**src/inc/rais_pkg.sv**
```systemverilog
package rais_pkg;

  // bus timing: one bus cycle is two clk_i cycles
  localparam int unsigned CLK_MHZ        = 250;
  localparam int unsigned OSC_PER_BUS    = 2;
  localparam int unsigned XTAL_BUS_CYC   = 4064;
  localparam int unsigned RC_BUS_CYC     = 2;
  localparam int unsigned PIN_BUS_CYC    = 2;
  localparam int unsigned XTAL_CLKS      = XTAL_BUS_CYC * OSC_PER_BUS;
  localparam int unsigned RC_CLKS        = RC_BUS_CYC * OSC_PER_BUS;
  localparam int unsigned PIN_CLKS       = PIN_BUS_CYC * OSC_PER_BUS;

  // register byte offsets
  localparam logic [3:0]  OFS_CTRL       = 4'h0;
  localparam logic [3:0]  OFS_STATUS     = 4'h4;
  localparam logic [3:0]  OFS_ASSOC      = 4'h8;
  localparam logic [3:0]  OFS_CCR        = 4'hc;

  // control field positions
  localparam int unsigned CTL_CAP_EN     = 0;
  localparam int unsigned CTL_CMP_EN     = 1;
  localparam int unsigned CTL_WRAP_EN    = 2;
  localparam int unsigned CTL_COMPARE_OUTPUT_LEVEL       = 3;
  localparam int unsigned CTL_DDRA_LSB   = 8;
  localparam int unsigned CTL_DDRC_LSB   = 16;

  // reset values and stack constants
  localparam logic [12:0] SP_RESET       = 13'h00ff;
  localparam logic [15:0] COUNTER_RESET  = 16'hfffc;
  localparam logic [5:0]  SP_LOW_MASK    = 6'h3f;
  localparam logic [12:0] SP_HIGH_BITS   = 13'h00c0;
  localparam logic [2:0]  IRQ_STACK_B    = 3'h5;

  // vectors (first byte of each pair)
  localparam logic [12:0] VEC_RESET      = 13'h1ffe;
  localparam logic [12:0] VEC_TRAP       = 13'h1ffc;
  localparam logic [12:0] VEC_EXT        = 13'h1ffa;
  localparam logic [12:0] VEC_TIMER      = 13'h1ff8;

  typedef enum logic [2:0] {
    ST_POWER  = 3'b000,
    ST_HOLD   = 3'b001,
    ST_ALIGN  = 3'b010,
    ST_DELAY  = 3'b011,
    ST_RUN    = 3'b100,
    ST_WAIT   = 3'b101,
    ST_STOP   = 3'b110
  } rais_state_e;

  // wishbone request and answer
  typedef struct packed {
    logic        cyc;
    logic        stb;
    logic        we;
    logic [3:0]  sel;
    logic [3:0]  adr;
    logic [31:0] dat;
  } rais_wb_req_s;

  typedef struct packed {
    logic        ack;
    logic [31:0] dat;
  } rais_wb_rsp_s;

  // processor-side events, one-cycle pulses
  typedef struct packed {
    logic instr_end;
    logic trap;
    logic stop;
    logic wait_cmd;
    logic ret;
    logic mask_set;
    logic mask_clr;
  } rais_cpu_s;

endpackage : rais_pkg

```
**src/rtl/rais_core.sv**
```systemverilog
// The placing of the registers and register access over Wishbone were chosen for this implementation.
`timescale 1ns/1ns
// Behaviour
// - crystal option: power-on holds reset 4064 bus cycles after oscillator start
// - rc option: power-on holds reset 2 bus cycles after oscillator start
// - reset pin still low after power-on delay keeps reset until it rises
// - any reset clears prescaler, loads counter fffc, clears compare bits and enables
// - any reset clears directions, stack to 00ff, sets mask, fetches vector 1ffe
// - any reset clears external interrupt, wait and stop latches
// - pin restart outside stop adds a two bus cycle delay
// - pin release from stop applies the full 4064 bus cycle start-up timeout
// - reset sequence starts on first bus clock edge after pin rises
// - cleared enable blocks the request but its flag still sets
// - pending enabled interrupt taken at instruction end: stack, mask, vector; return restores only the stack pointer
// - vectors fixed: reset 1ffe, trap 1ffc, external 1ffa, timer 1ff8
// - trap vectors through 1ffc and ignores the mask bit
// - external request when mask clear and pin or enabled input port pin low
// - build option picks edge-and-level or edge-only for all external sources
// - level mode: line still low after service raises the next interrupt
// - latch clears at service entry; one further edge is latched for later
// - stop turns oscillator off until external interrupt or reset
// - wait stops processor clocks, timer runs; exits on reset or any interrupt
// - wait and stop exits use ordinary vectors with no exit indication
// - external interrupt under mask is latched and served once mask clears
// - interrupt entry pushes five bytes onto the stack
module rais_core
  import rais_pkg::*;
#(
  parameter bit          XTAL_OPT   = 1'b1,
  parameter bit          EDGE_ONLY  = 1'b0,
  parameter logic [5:0]  PORTA_OPT  = 6'h3f,
  parameter int unsigned XTAL_DELAY = XTAL_CLKS
) (
  // clock and power-on reset
  input  wire logic              clk_i,
  input  wire logic              rst_i,
  // external pins, active low
  input  wire logic              reset_n_i,
  input  wire logic              irq_n_i,
  input  wire logic [5:0]        port_a_n_i,
  // timer events, one-cycle pulses
  input  wire logic              cap_event_i,
  input  wire logic              cmp_event_i,
  input  wire logic              wrap_event_i,
  // processor events
  input  wire rais_pkg::rais_cpu_s cpu_i,
  // register bus
  input  wire rais_pkg::rais_wb_req_s wb_i,
  output rais_pkg::rais_wb_rsp_s wb_o,
  // processor control
  output logic                   cpu_reset_o,
  output logic                   osc_en_o,
  output logic                   cpu_clk_en_o,
  output logic                   timer_clk_en_o,
  output logic                   timer_init_o,
  output logic                   vector_load_o,
  output logic [12:0]            vector_o,
  output logic [12:0]            sp_o,
  output logic                   mask_o,
  output logic [5:0]             ddr_a_o,
  output logic [7:0]             ddr_c_o,
  output logic                   compare_output_bit_o,
  output logic                   compare_output_level_o
);

  ////////////////////////////////////////////////////////////////////////////
  // state record
  typedef struct packed {
    rais_state_e state;
    logic [13:0] cnt;
    logic        div;
    logic [1:0]  rst_sync;
    logic [1:0]  irq_sync;
    logic [11:0] pa_sync;
    logic        line_low_q;
    logic        ext_latch;
    logic        stop_wake;
    logic        mask;
    logic [12:0] sp;
    logic [2:0]  flags;
    logic [2:0]  armed;
    logic [2:0]  enables;
    logic        compare_output_level;
    logic        cmp_bit;
    logic [5:0]  ddra;
    logic [7:0]  ddrc;
    logic        ack;
    logic [31:0] rdata;
    logic        vload;
    logic [12:0] vec;
    logic        tinit;
  } rais_reg_s;

  rais_reg_s r;
  rais_reg_s next_r;

  ////////////////////////////////////////////////////////////////////////////
  // combinational helpers
  logic        pin_low;
  logic [5:0]  pa_low;
  logic        line_low;
  logic        fall;
  logic        ext_pend;
  logic        tim_pend;
  logic        bus_tick;
  logic        wb_hit;
  logic [13:0] por_len;

  // synchronised pins: second stage only
  assign pin_low  = ~r.rst_sync[1];
  assign pa_low   = ~r.pa_sync[11:6];
  // port pin needs option and input direction
  assign line_low = ~r.irq_sync[1] | (|(pa_low & PORTA_OPT & ~r.ddra));
  assign fall     = line_low & ~r.line_low_q;
  // level term dropped in edge-only build
  // line still low keeps request alive
  assign ext_pend = r.ext_latch | (~EDGE_ONLY & line_low);
  assign tim_pend = |(r.flags & r.enables);
  assign bus_tick = r.div;
  assign wb_hit   = wb_i.cyc & wb_i.stb & ~r.ack;
  assign por_len  = XTAL_OPT ? XTAL_DELAY[13:0] : RC_CLKS[13:0];

  ////////////////////////////////////////////////////////////////////////////
  // next state
  always_comb begin
    next_r          = r;
    next_r.vload    = 1'b0;
    next_r.tinit    = 1'b0;
    next_r.ack      = wb_hit;
    next_r.div      = ~r.div;
    next_r.rst_sync = {r.rst_sync[0], reset_n_i};
    next_r.irq_sync = {r.irq_sync[0], irq_n_i};
    next_r.pa_sync  = {r.pa_sync[5:0], port_a_n_i};
    next_r.line_low_q = line_low;

    if (fall) begin
      next_r.ext_latch = 1'b1;
    end

    // timer flags: software clear first, event wins over it
    if (wb_hit && wb_i.adr == OFS_ASSOC) begin
      next_r.flags = r.flags & ~r.armed;
      next_r.armed = 3'h0;
    end
    next_r.flags = next_r.flags | {wrap_event_i, cmp_event_i, cap_event_i};

    // register bus
    if (wb_hit) begin
      next_r.rdata = 32'h0;
      if (wb_i.adr == OFS_CTRL) begin
        next_r.rdata = {8'h0, r.ddrc, 2'h0, r.ddra, 3'h0, r.cmp_bit, r.compare_output_level, r.enables};
        if (wb_i.we && wb_i.sel[0]) begin
          next_r.enables = wb_i.dat[CTL_WRAP_EN:CTL_CAP_EN];
          next_r.compare_output_level    = wb_i.dat[CTL_COMPARE_OUTPUT_LEVEL];
        end
        if (wb_i.we && wb_i.sel[1]) begin
          next_r.ddra = wb_i.dat[CTL_DDRA_LSB +: 6];
        end
        if (wb_i.we && wb_i.sel[2]) begin
          next_r.ddrc = wb_i.dat[CTL_DDRC_LSB +: 8];
        end
      end else if (wb_i.adr == OFS_STATUS) begin
        next_r.rdata = {25'h0, r.state, r.ext_latch, r.flags};
        next_r.armed = r.armed | r.flags;
      end else if (wb_i.adr == OFS_CCR) begin
        next_r.rdata = {18'h0, r.sp, r.mask};
      end else begin
        next_r.rdata = 32'h0;
      end
    end

    // sequencer
    case (r.state)
      ST_POWER: begin
        if (r.cnt >= por_len - 14'h1) begin
          next_r.state = ST_HOLD;
          next_r.cnt   = 14'h0;
        end else begin
          next_r.cnt = r.cnt + 14'h1;
        end
      end
      ST_HOLD: begin
        // stay in reset while pin low
        // leave on first bus edge after rise
        if (!pin_low) begin
          next_r.state = ST_ALIGN;
        end
      end
      ST_ALIGN: begin
        if (pin_low) begin
          next_r.state = ST_HOLD;
        end else if (bus_tick) begin
          next_r.state = ST_DELAY;
          next_r.cnt   = 14'h0;
        end
      end
      ST_DELAY: begin
        // short delay, full timeout after stop
        if (pin_low) begin
          next_r.state = ST_HOLD;
        end else if (r.cnt >= (r.stop_wake ? XTAL_DELAY[13:0] : PIN_CLKS[13:0]) - 14'h1) begin
          next_r.state     = ST_RUN;
          next_r.stop_wake = 1'b0;
          next_r.vload     = 1'b1;
          next_r.vec       = VEC_RESET;
        end else begin
          next_r.cnt = r.cnt + 14'h1;
        end
      end
      ST_RUN: begin
        if (cpu_i.mask_set) begin
          next_r.mask = 1'b1;
        end
        if (cpu_i.mask_clr) begin
          next_r.mask = 1'b0;
        end
        if (cpu_i.ret) begin
          // return pops the five stacked bytes
          next_r.sp = SP_HIGH_BITS | 13'((r.sp[5:0] + 6'(IRQ_STACK_B)) & SP_LOW_MASK);
        end
        if (cpu_i.instr_end) begin
          if (cpu_i.trap) begin
            next_r.vec = VEC_TRAP;
          end else if (!r.mask && ext_pend) begin
            next_r.vec       = VEC_EXT;
            next_r.ext_latch = fall;
          end else if (!r.mask && tim_pend) begin
            next_r.vec = VEC_TIMER;
          end
          if (cpu_i.trap || (!r.mask && (ext_pend || tim_pend))) begin
            next_r.sp    = SP_HIGH_BITS | 13'((r.sp[5:0] - 6'(IRQ_STACK_B)) & SP_LOW_MASK);
            next_r.mask  = 1'b1;
            next_r.vload = 1'b1;
          end else if (cpu_i.stop) begin
            next_r.state = ST_STOP;
            next_r.mask  = 1'b0;
            // restart the oscillator timeout from zero on every stop entry
            next_r.cnt   = 14'h0;
          end else if (cpu_i.wait_cmd) begin
            next_r.state = ST_WAIT;
            next_r.mask  = 1'b0;
          end
        end
      end
      ST_WAIT: begin
        if (ext_pend || tim_pend) begin
          next_r.state = ST_RUN;
          next_r.vec   = ext_pend ? VEC_EXT : VEC_TIMER;
          next_r.ext_latch = ext_pend ? fall : r.ext_latch;
          next_r.sp    = SP_HIGH_BITS | 13'((r.sp[5:0] - 6'(IRQ_STACK_B)) & SP_LOW_MASK);
          next_r.mask  = 1'b1;
          next_r.vload = 1'b1;
        end
      end
      ST_STOP: begin
        // external request or pin reset wakes; restart oscillator timeout
        if (ext_pend) begin
          if (r.cnt >= XTAL_DELAY[13:0] - 14'h1) begin
            next_r.state     = ST_RUN;
            next_r.cnt       = 14'h0;
            next_r.vec       = VEC_EXT;
            next_r.ext_latch = fall;
            next_r.sp    = SP_HIGH_BITS | 13'((r.sp[5:0] - 6'(IRQ_STACK_B)) & SP_LOW_MASK);
            next_r.mask  = 1'b1;
            next_r.vload = 1'b1;
          end else begin
            next_r.cnt = r.cnt + 14'h1;
          end
        end
      end
      default: begin
        next_r.state = ST_HOLD;
      end
    endcase

    // pin low, sampled every clk_i cycle, forces reset outside power-on
    if (pin_low && r.state != ST_POWER) begin
      next_r.stop_wake = (r.state == ST_STOP) | r.stop_wake;
      next_r.state     = ST_HOLD;
      next_r.cnt       = 14'h0;
    end

    // reset effects held while in any reset state
    if (next_r.state == ST_POWER || next_r.state == ST_HOLD ||
        next_r.state == ST_ALIGN || next_r.state == ST_DELAY) begin
      next_r.tinit   = 1'b1;
      next_r.enables = 3'h0;
      next_r.compare_output_level    = 1'b0;
      next_r.cmp_bit = 1'b0;
      next_r.ddra    = 6'h0;
      next_r.ddrc    = 8'h0;
      next_r.sp      = SP_RESET;
      next_r.mask    = 1'b1;
      next_r.ext_latch = 1'b0;
    end
  end

  ////////////////////////////////////////////////////////////////////////////
  // state register, power-on reset to constants
  always_ff @(posedge clk_i) begin
    if (rst_i) begin
      r          <= '0;
      r.state    <= ST_POWER;
      r.rst_sync <= 2'h3;
      r.irq_sync <= 2'h3;
      r.pa_sync  <= 12'hfff;
      r.mask     <= 1'b1;
      r.sp       <= SP_RESET;
      r.vec      <= VEC_RESET;
      r.tinit    <= 1'b1;
    end else begin
      r <= next_r;
    end
  end

  ////////////////////////////////////////////////////////////////////////////
  // outputs
  assign wb_o.ack   = r.ack;
  assign wb_o.dat   = r.rdata;
  assign cpu_reset_o = (r.state == ST_POWER) | (r.state == ST_HOLD) |
                       (r.state == ST_ALIGN) | (r.state == ST_DELAY);
  // oscillator off in stop until wake request
  assign osc_en_o       = ~((r.state == ST_STOP) & ~ext_pend);
  assign cpu_clk_en_o   = (r.state == ST_RUN);
  assign timer_clk_en_o = (r.state != ST_STOP);
  assign timer_init_o   = r.tinit;
  assign vector_load_o  = r.vload;
  assign vector_o       = r.vec;
  assign sp_o           = r.sp;
  assign mask_o         = r.mask;
  assign ddr_a_o        = r.ddra;
  assign ddr_c_o        = r.ddrc;
  assign compare_output_bit_o   = r.cmp_bit;
  assign compare_output_level_o = r.compare_output_level;

endmodule : rais_core

```
**config.mk**
```make
export PLATFORM = sky130hd
export DESIGN_NAME = rais_core
export DESIGN_NICKNAME = d
export VERILOG_FILES = /design/src/inc/rais_pkg.sv /design/src/rtl/rais_core.sv
export SDC_FILE = /design/constraint.sdc
export NUM_CORES = 1
export LEC_CHECK = 0
export ABC_AREA = 1
export BUFFER_PORTS_ARGS = -buffer_cell sky130_fd_sc_hd__buf_2
export CAP_MARGIN = 20
export CORE_MARGIN = 5
export CORE_UTILIZATION = 25
export CTS_CLUSTER_DIAMETER = 60
export DETAILED_ROUTE_END_ITERATION = 10
export HOLD_SLACK_MARGIN = 0.06
export PLACE_DENSITY = 0.45
export REMOVE_ABC_BUFFERS = 1
export SETUP_SLACK_MARGIN = 0.02
export SYNTH_ARGS = -nofsm -noshare
export SYNTH_HDL_FRONTEND = slang
export SYNTH_SLANG_ARGS = --single-unit
```
**constraint.sdc**
```tcl
create_clock -name clk_i -period 2.91 [get_ports clk_i]
set_input_delay 0.291 -clock clk_i [delete_from_list [all_inputs] [get_ports clk_i]]
set_output_delay 0.291 -clock clk_i [all_outputs]
set_load 0.005 [all_outputs]
```
==> flow_summary.toml <==
[layout]
multi_input_area_mm2 = 0.00258
diodes = 0
syn_to_final_growth_pct = 12.5
drive_gt1_frac = 0.208
stdcell_count = 1131
final_nets = 922
fillers = 2478
ff_latch_area_mm2 = 0.00206
final_common_cell = "nand2_1"
final_cell_mix = "nand2_1 (182), buf_2 (117), dfxtp_1 (103), nor2_1 (87), inv_1 (83)"

[placement]
pre_cts_ws_ps = 572
place_inst = 1115
hpwl_um = 12000
gp_congestion = 0.801
io_buffers = 117

[clock_network]
cts_tree = "done"
cts_setup_buffers = 0
cts_resized = 0
numCtsBuffers = 9
path_clk_slew_ps = 70
cts_sinks = 103
clockBufferDepth = 2
clkLatencyLatePin_ps = 350
cts-root-buf = "clkbuf_16"
ctsHoldBuffers = 0
htree_levels = 3

[sta]
final.min_clock_period_ps = 2300
period_share = 0.790
slew_headroom = 0.639
setup_slack_ps = 611
worstMarginPinSlew_ps = 540
worst_clock_skew_ps = 11.6
rsz0062_at_grt = "false"
setup_viol = 0
fmax_ghz = 0.435
hold_viol_final = 0
maxSlewViolCount = 0
fin_tns_setup_ps = 0

[route]
drt-total-wl_um = 15700
via_per_inst = 4.34
drt_iter0_drc = 223
final_antenna_net_count = 0
drc = 0
post_drt_wl_per_cell_um = 13.8
vias = 4913
drtPass1Iterations = 4

[logic_synthesis]
ys_ff_latch = 103
synth_top_cell_by_area = "dfxtp_1"
ys_warn_count = 0
syn_inst = 793
synth_top_area_share = 0.370
avgSynthCellArea_um2 = 7.04
synth_cell_types = 38
yosysSeqAreaShare = 0.370
netlist_top_cells_area = "dfxtp_1 (37%), nand2_1 (12%), buf_4 (10%)"
netlist_area_mm2 = 0.00558

[critical_path]
cp_common_cell = "nand2_1"
critPathBufInv = 3
path_cells = "inv_1 > ha_1 > nand2_1 > inv_1 > o21bai_1 > nand3_1 > nand2_1 > nand2_1 > nand3_1 > nand2_1 > nand2_1 > buf_4 > a21oi_1"
critPathLaunchType = "register"
endpoint_kind = "register"
path_class = "register to register"
slowest_stage = "ha_1"
slowest_delay_ps = 320
path_max_fanout = 20
worst_ep_required_time_ps = 3140
crit_family = "simple AND/OR/NAND/NOR gates"
crit_arrival_ps = 2530

[floorplan]
num_io_pins = 145
die_h_um = 159
die_width_um = 159
start_util = 0.255
coreArea_mm2 = 0.0219
die_area_mm2 = 0.0254
num_rows = 54

[grt]
grt_overflow_total = 0
grt_pass1_wl_um = 25700
antenna_found_initial = 0
track_usage = 0.121
grt_max_degree = 40
grt_pass1_vias = 4812

[min_path]
hold_class = "input port to register"

[run_status]
status = "complete, no violations"

[power]
powerDensity_mw_per_mm2 = 462
leakagePower_nw = 2.90
ir_drop_v = 0.000243
power_mw = 2.90

[job]
cap_violations = 0
## layout make-up
class / instances / area share
repair buffers: 124 / 0.102
flip-flops and latches: 103 / 0.329
well taps: 280 / 0.0558
clock buffers: 11 / 0.0387
inverters: 89 / 0.0532
clock inverters: 5 / 0.0104
multi-input cells: 519 / 0.412
## through the flow
step,cell area (um^2),hold slack (ps),utilization
5_1_grt,6280,113,0.287
3_3_place_gp,5970,393,0.273
2_1_floorplan,4980,358,-
3_5_place_dp,5970,393,0.273
4_1_cts,6280,110,0.287
6_report,6280,122,0.287
## cells by family after synthesis
logic type / share of synthesized area
AO/OA/AOI/OAI: 0.0937
XOR/XNOR: 0.0283
adder cells (fa/ha/maj): 0.0292
buffers and inverters: 0.175
flip-flops: 0.370
other: 0.000672
AND/OR/NAND/NOR: 0.304
## report_power, final
group          leakage [nW]  internal [mW]  switching (mW)  total [mW]
sequential            0.837           1.43          0.0123        1.44
clock                 0.144          0.702           0.587        1.29
combinational          1.92         0.0640           0.106       0.170
## registers in the layout, summed over array words and instances, names as in the netlist
| register | count |
|---|---|
| r | 37 |
| wb_o | 23 |
| sp_o | 13 |
| ddr_c_o | 8 |
| next_r | 8 |
| ddr_a_o | 6 |
| vector_o | 3 |
| bus_tick | 1 |
| compare_output_level_o | 1 |
| mask_o | 1 |
| timer_init_o | 1 |
| vector_load_o | 1 |
## cells in the mapped netlist (all sizes together)
cell / instances
nand2: 189
dfxtp: 103
nor2: 94
inv: 88
buf: 80
nand3: 50
a21oi: 40
o21ai: 32
nand4: 26
or2: 16
clkbuf: 13
ha: 13
xor2: 11
a22oi: 8
xnor2: 7
nor3: 5
a31oi: 3
o221ai: 3
a41oi: 2
nand3b: 2
o21bai: 2
clkinv: 1
conb: 1
nor2b: 1
o211ai: 1
o22ai: 1
o31ai: 1
## worst paths after layout
check                 from    endpoint  cells past startpoint  slack (ps)
min reg2reg     next_r[99]       r[99]                      1         410
max                  r[87]  ddr_a_o[1]                     13         610
max reg2reg          r[87]  ddr_a_o[1]                     13         610
min          port_a_n_i[3]  next_r[99]                      2         120
## metal layers
layer,vias up,share of wire,global-route usage
li1,2558,-,-
met1,2246,0.48,0.163
met2,96,0.45,0.198
met3,13,0.059,0.0298
met4,0,0.010,0.0275
met5,-,0,0
(Power assumes the default switching activity.)
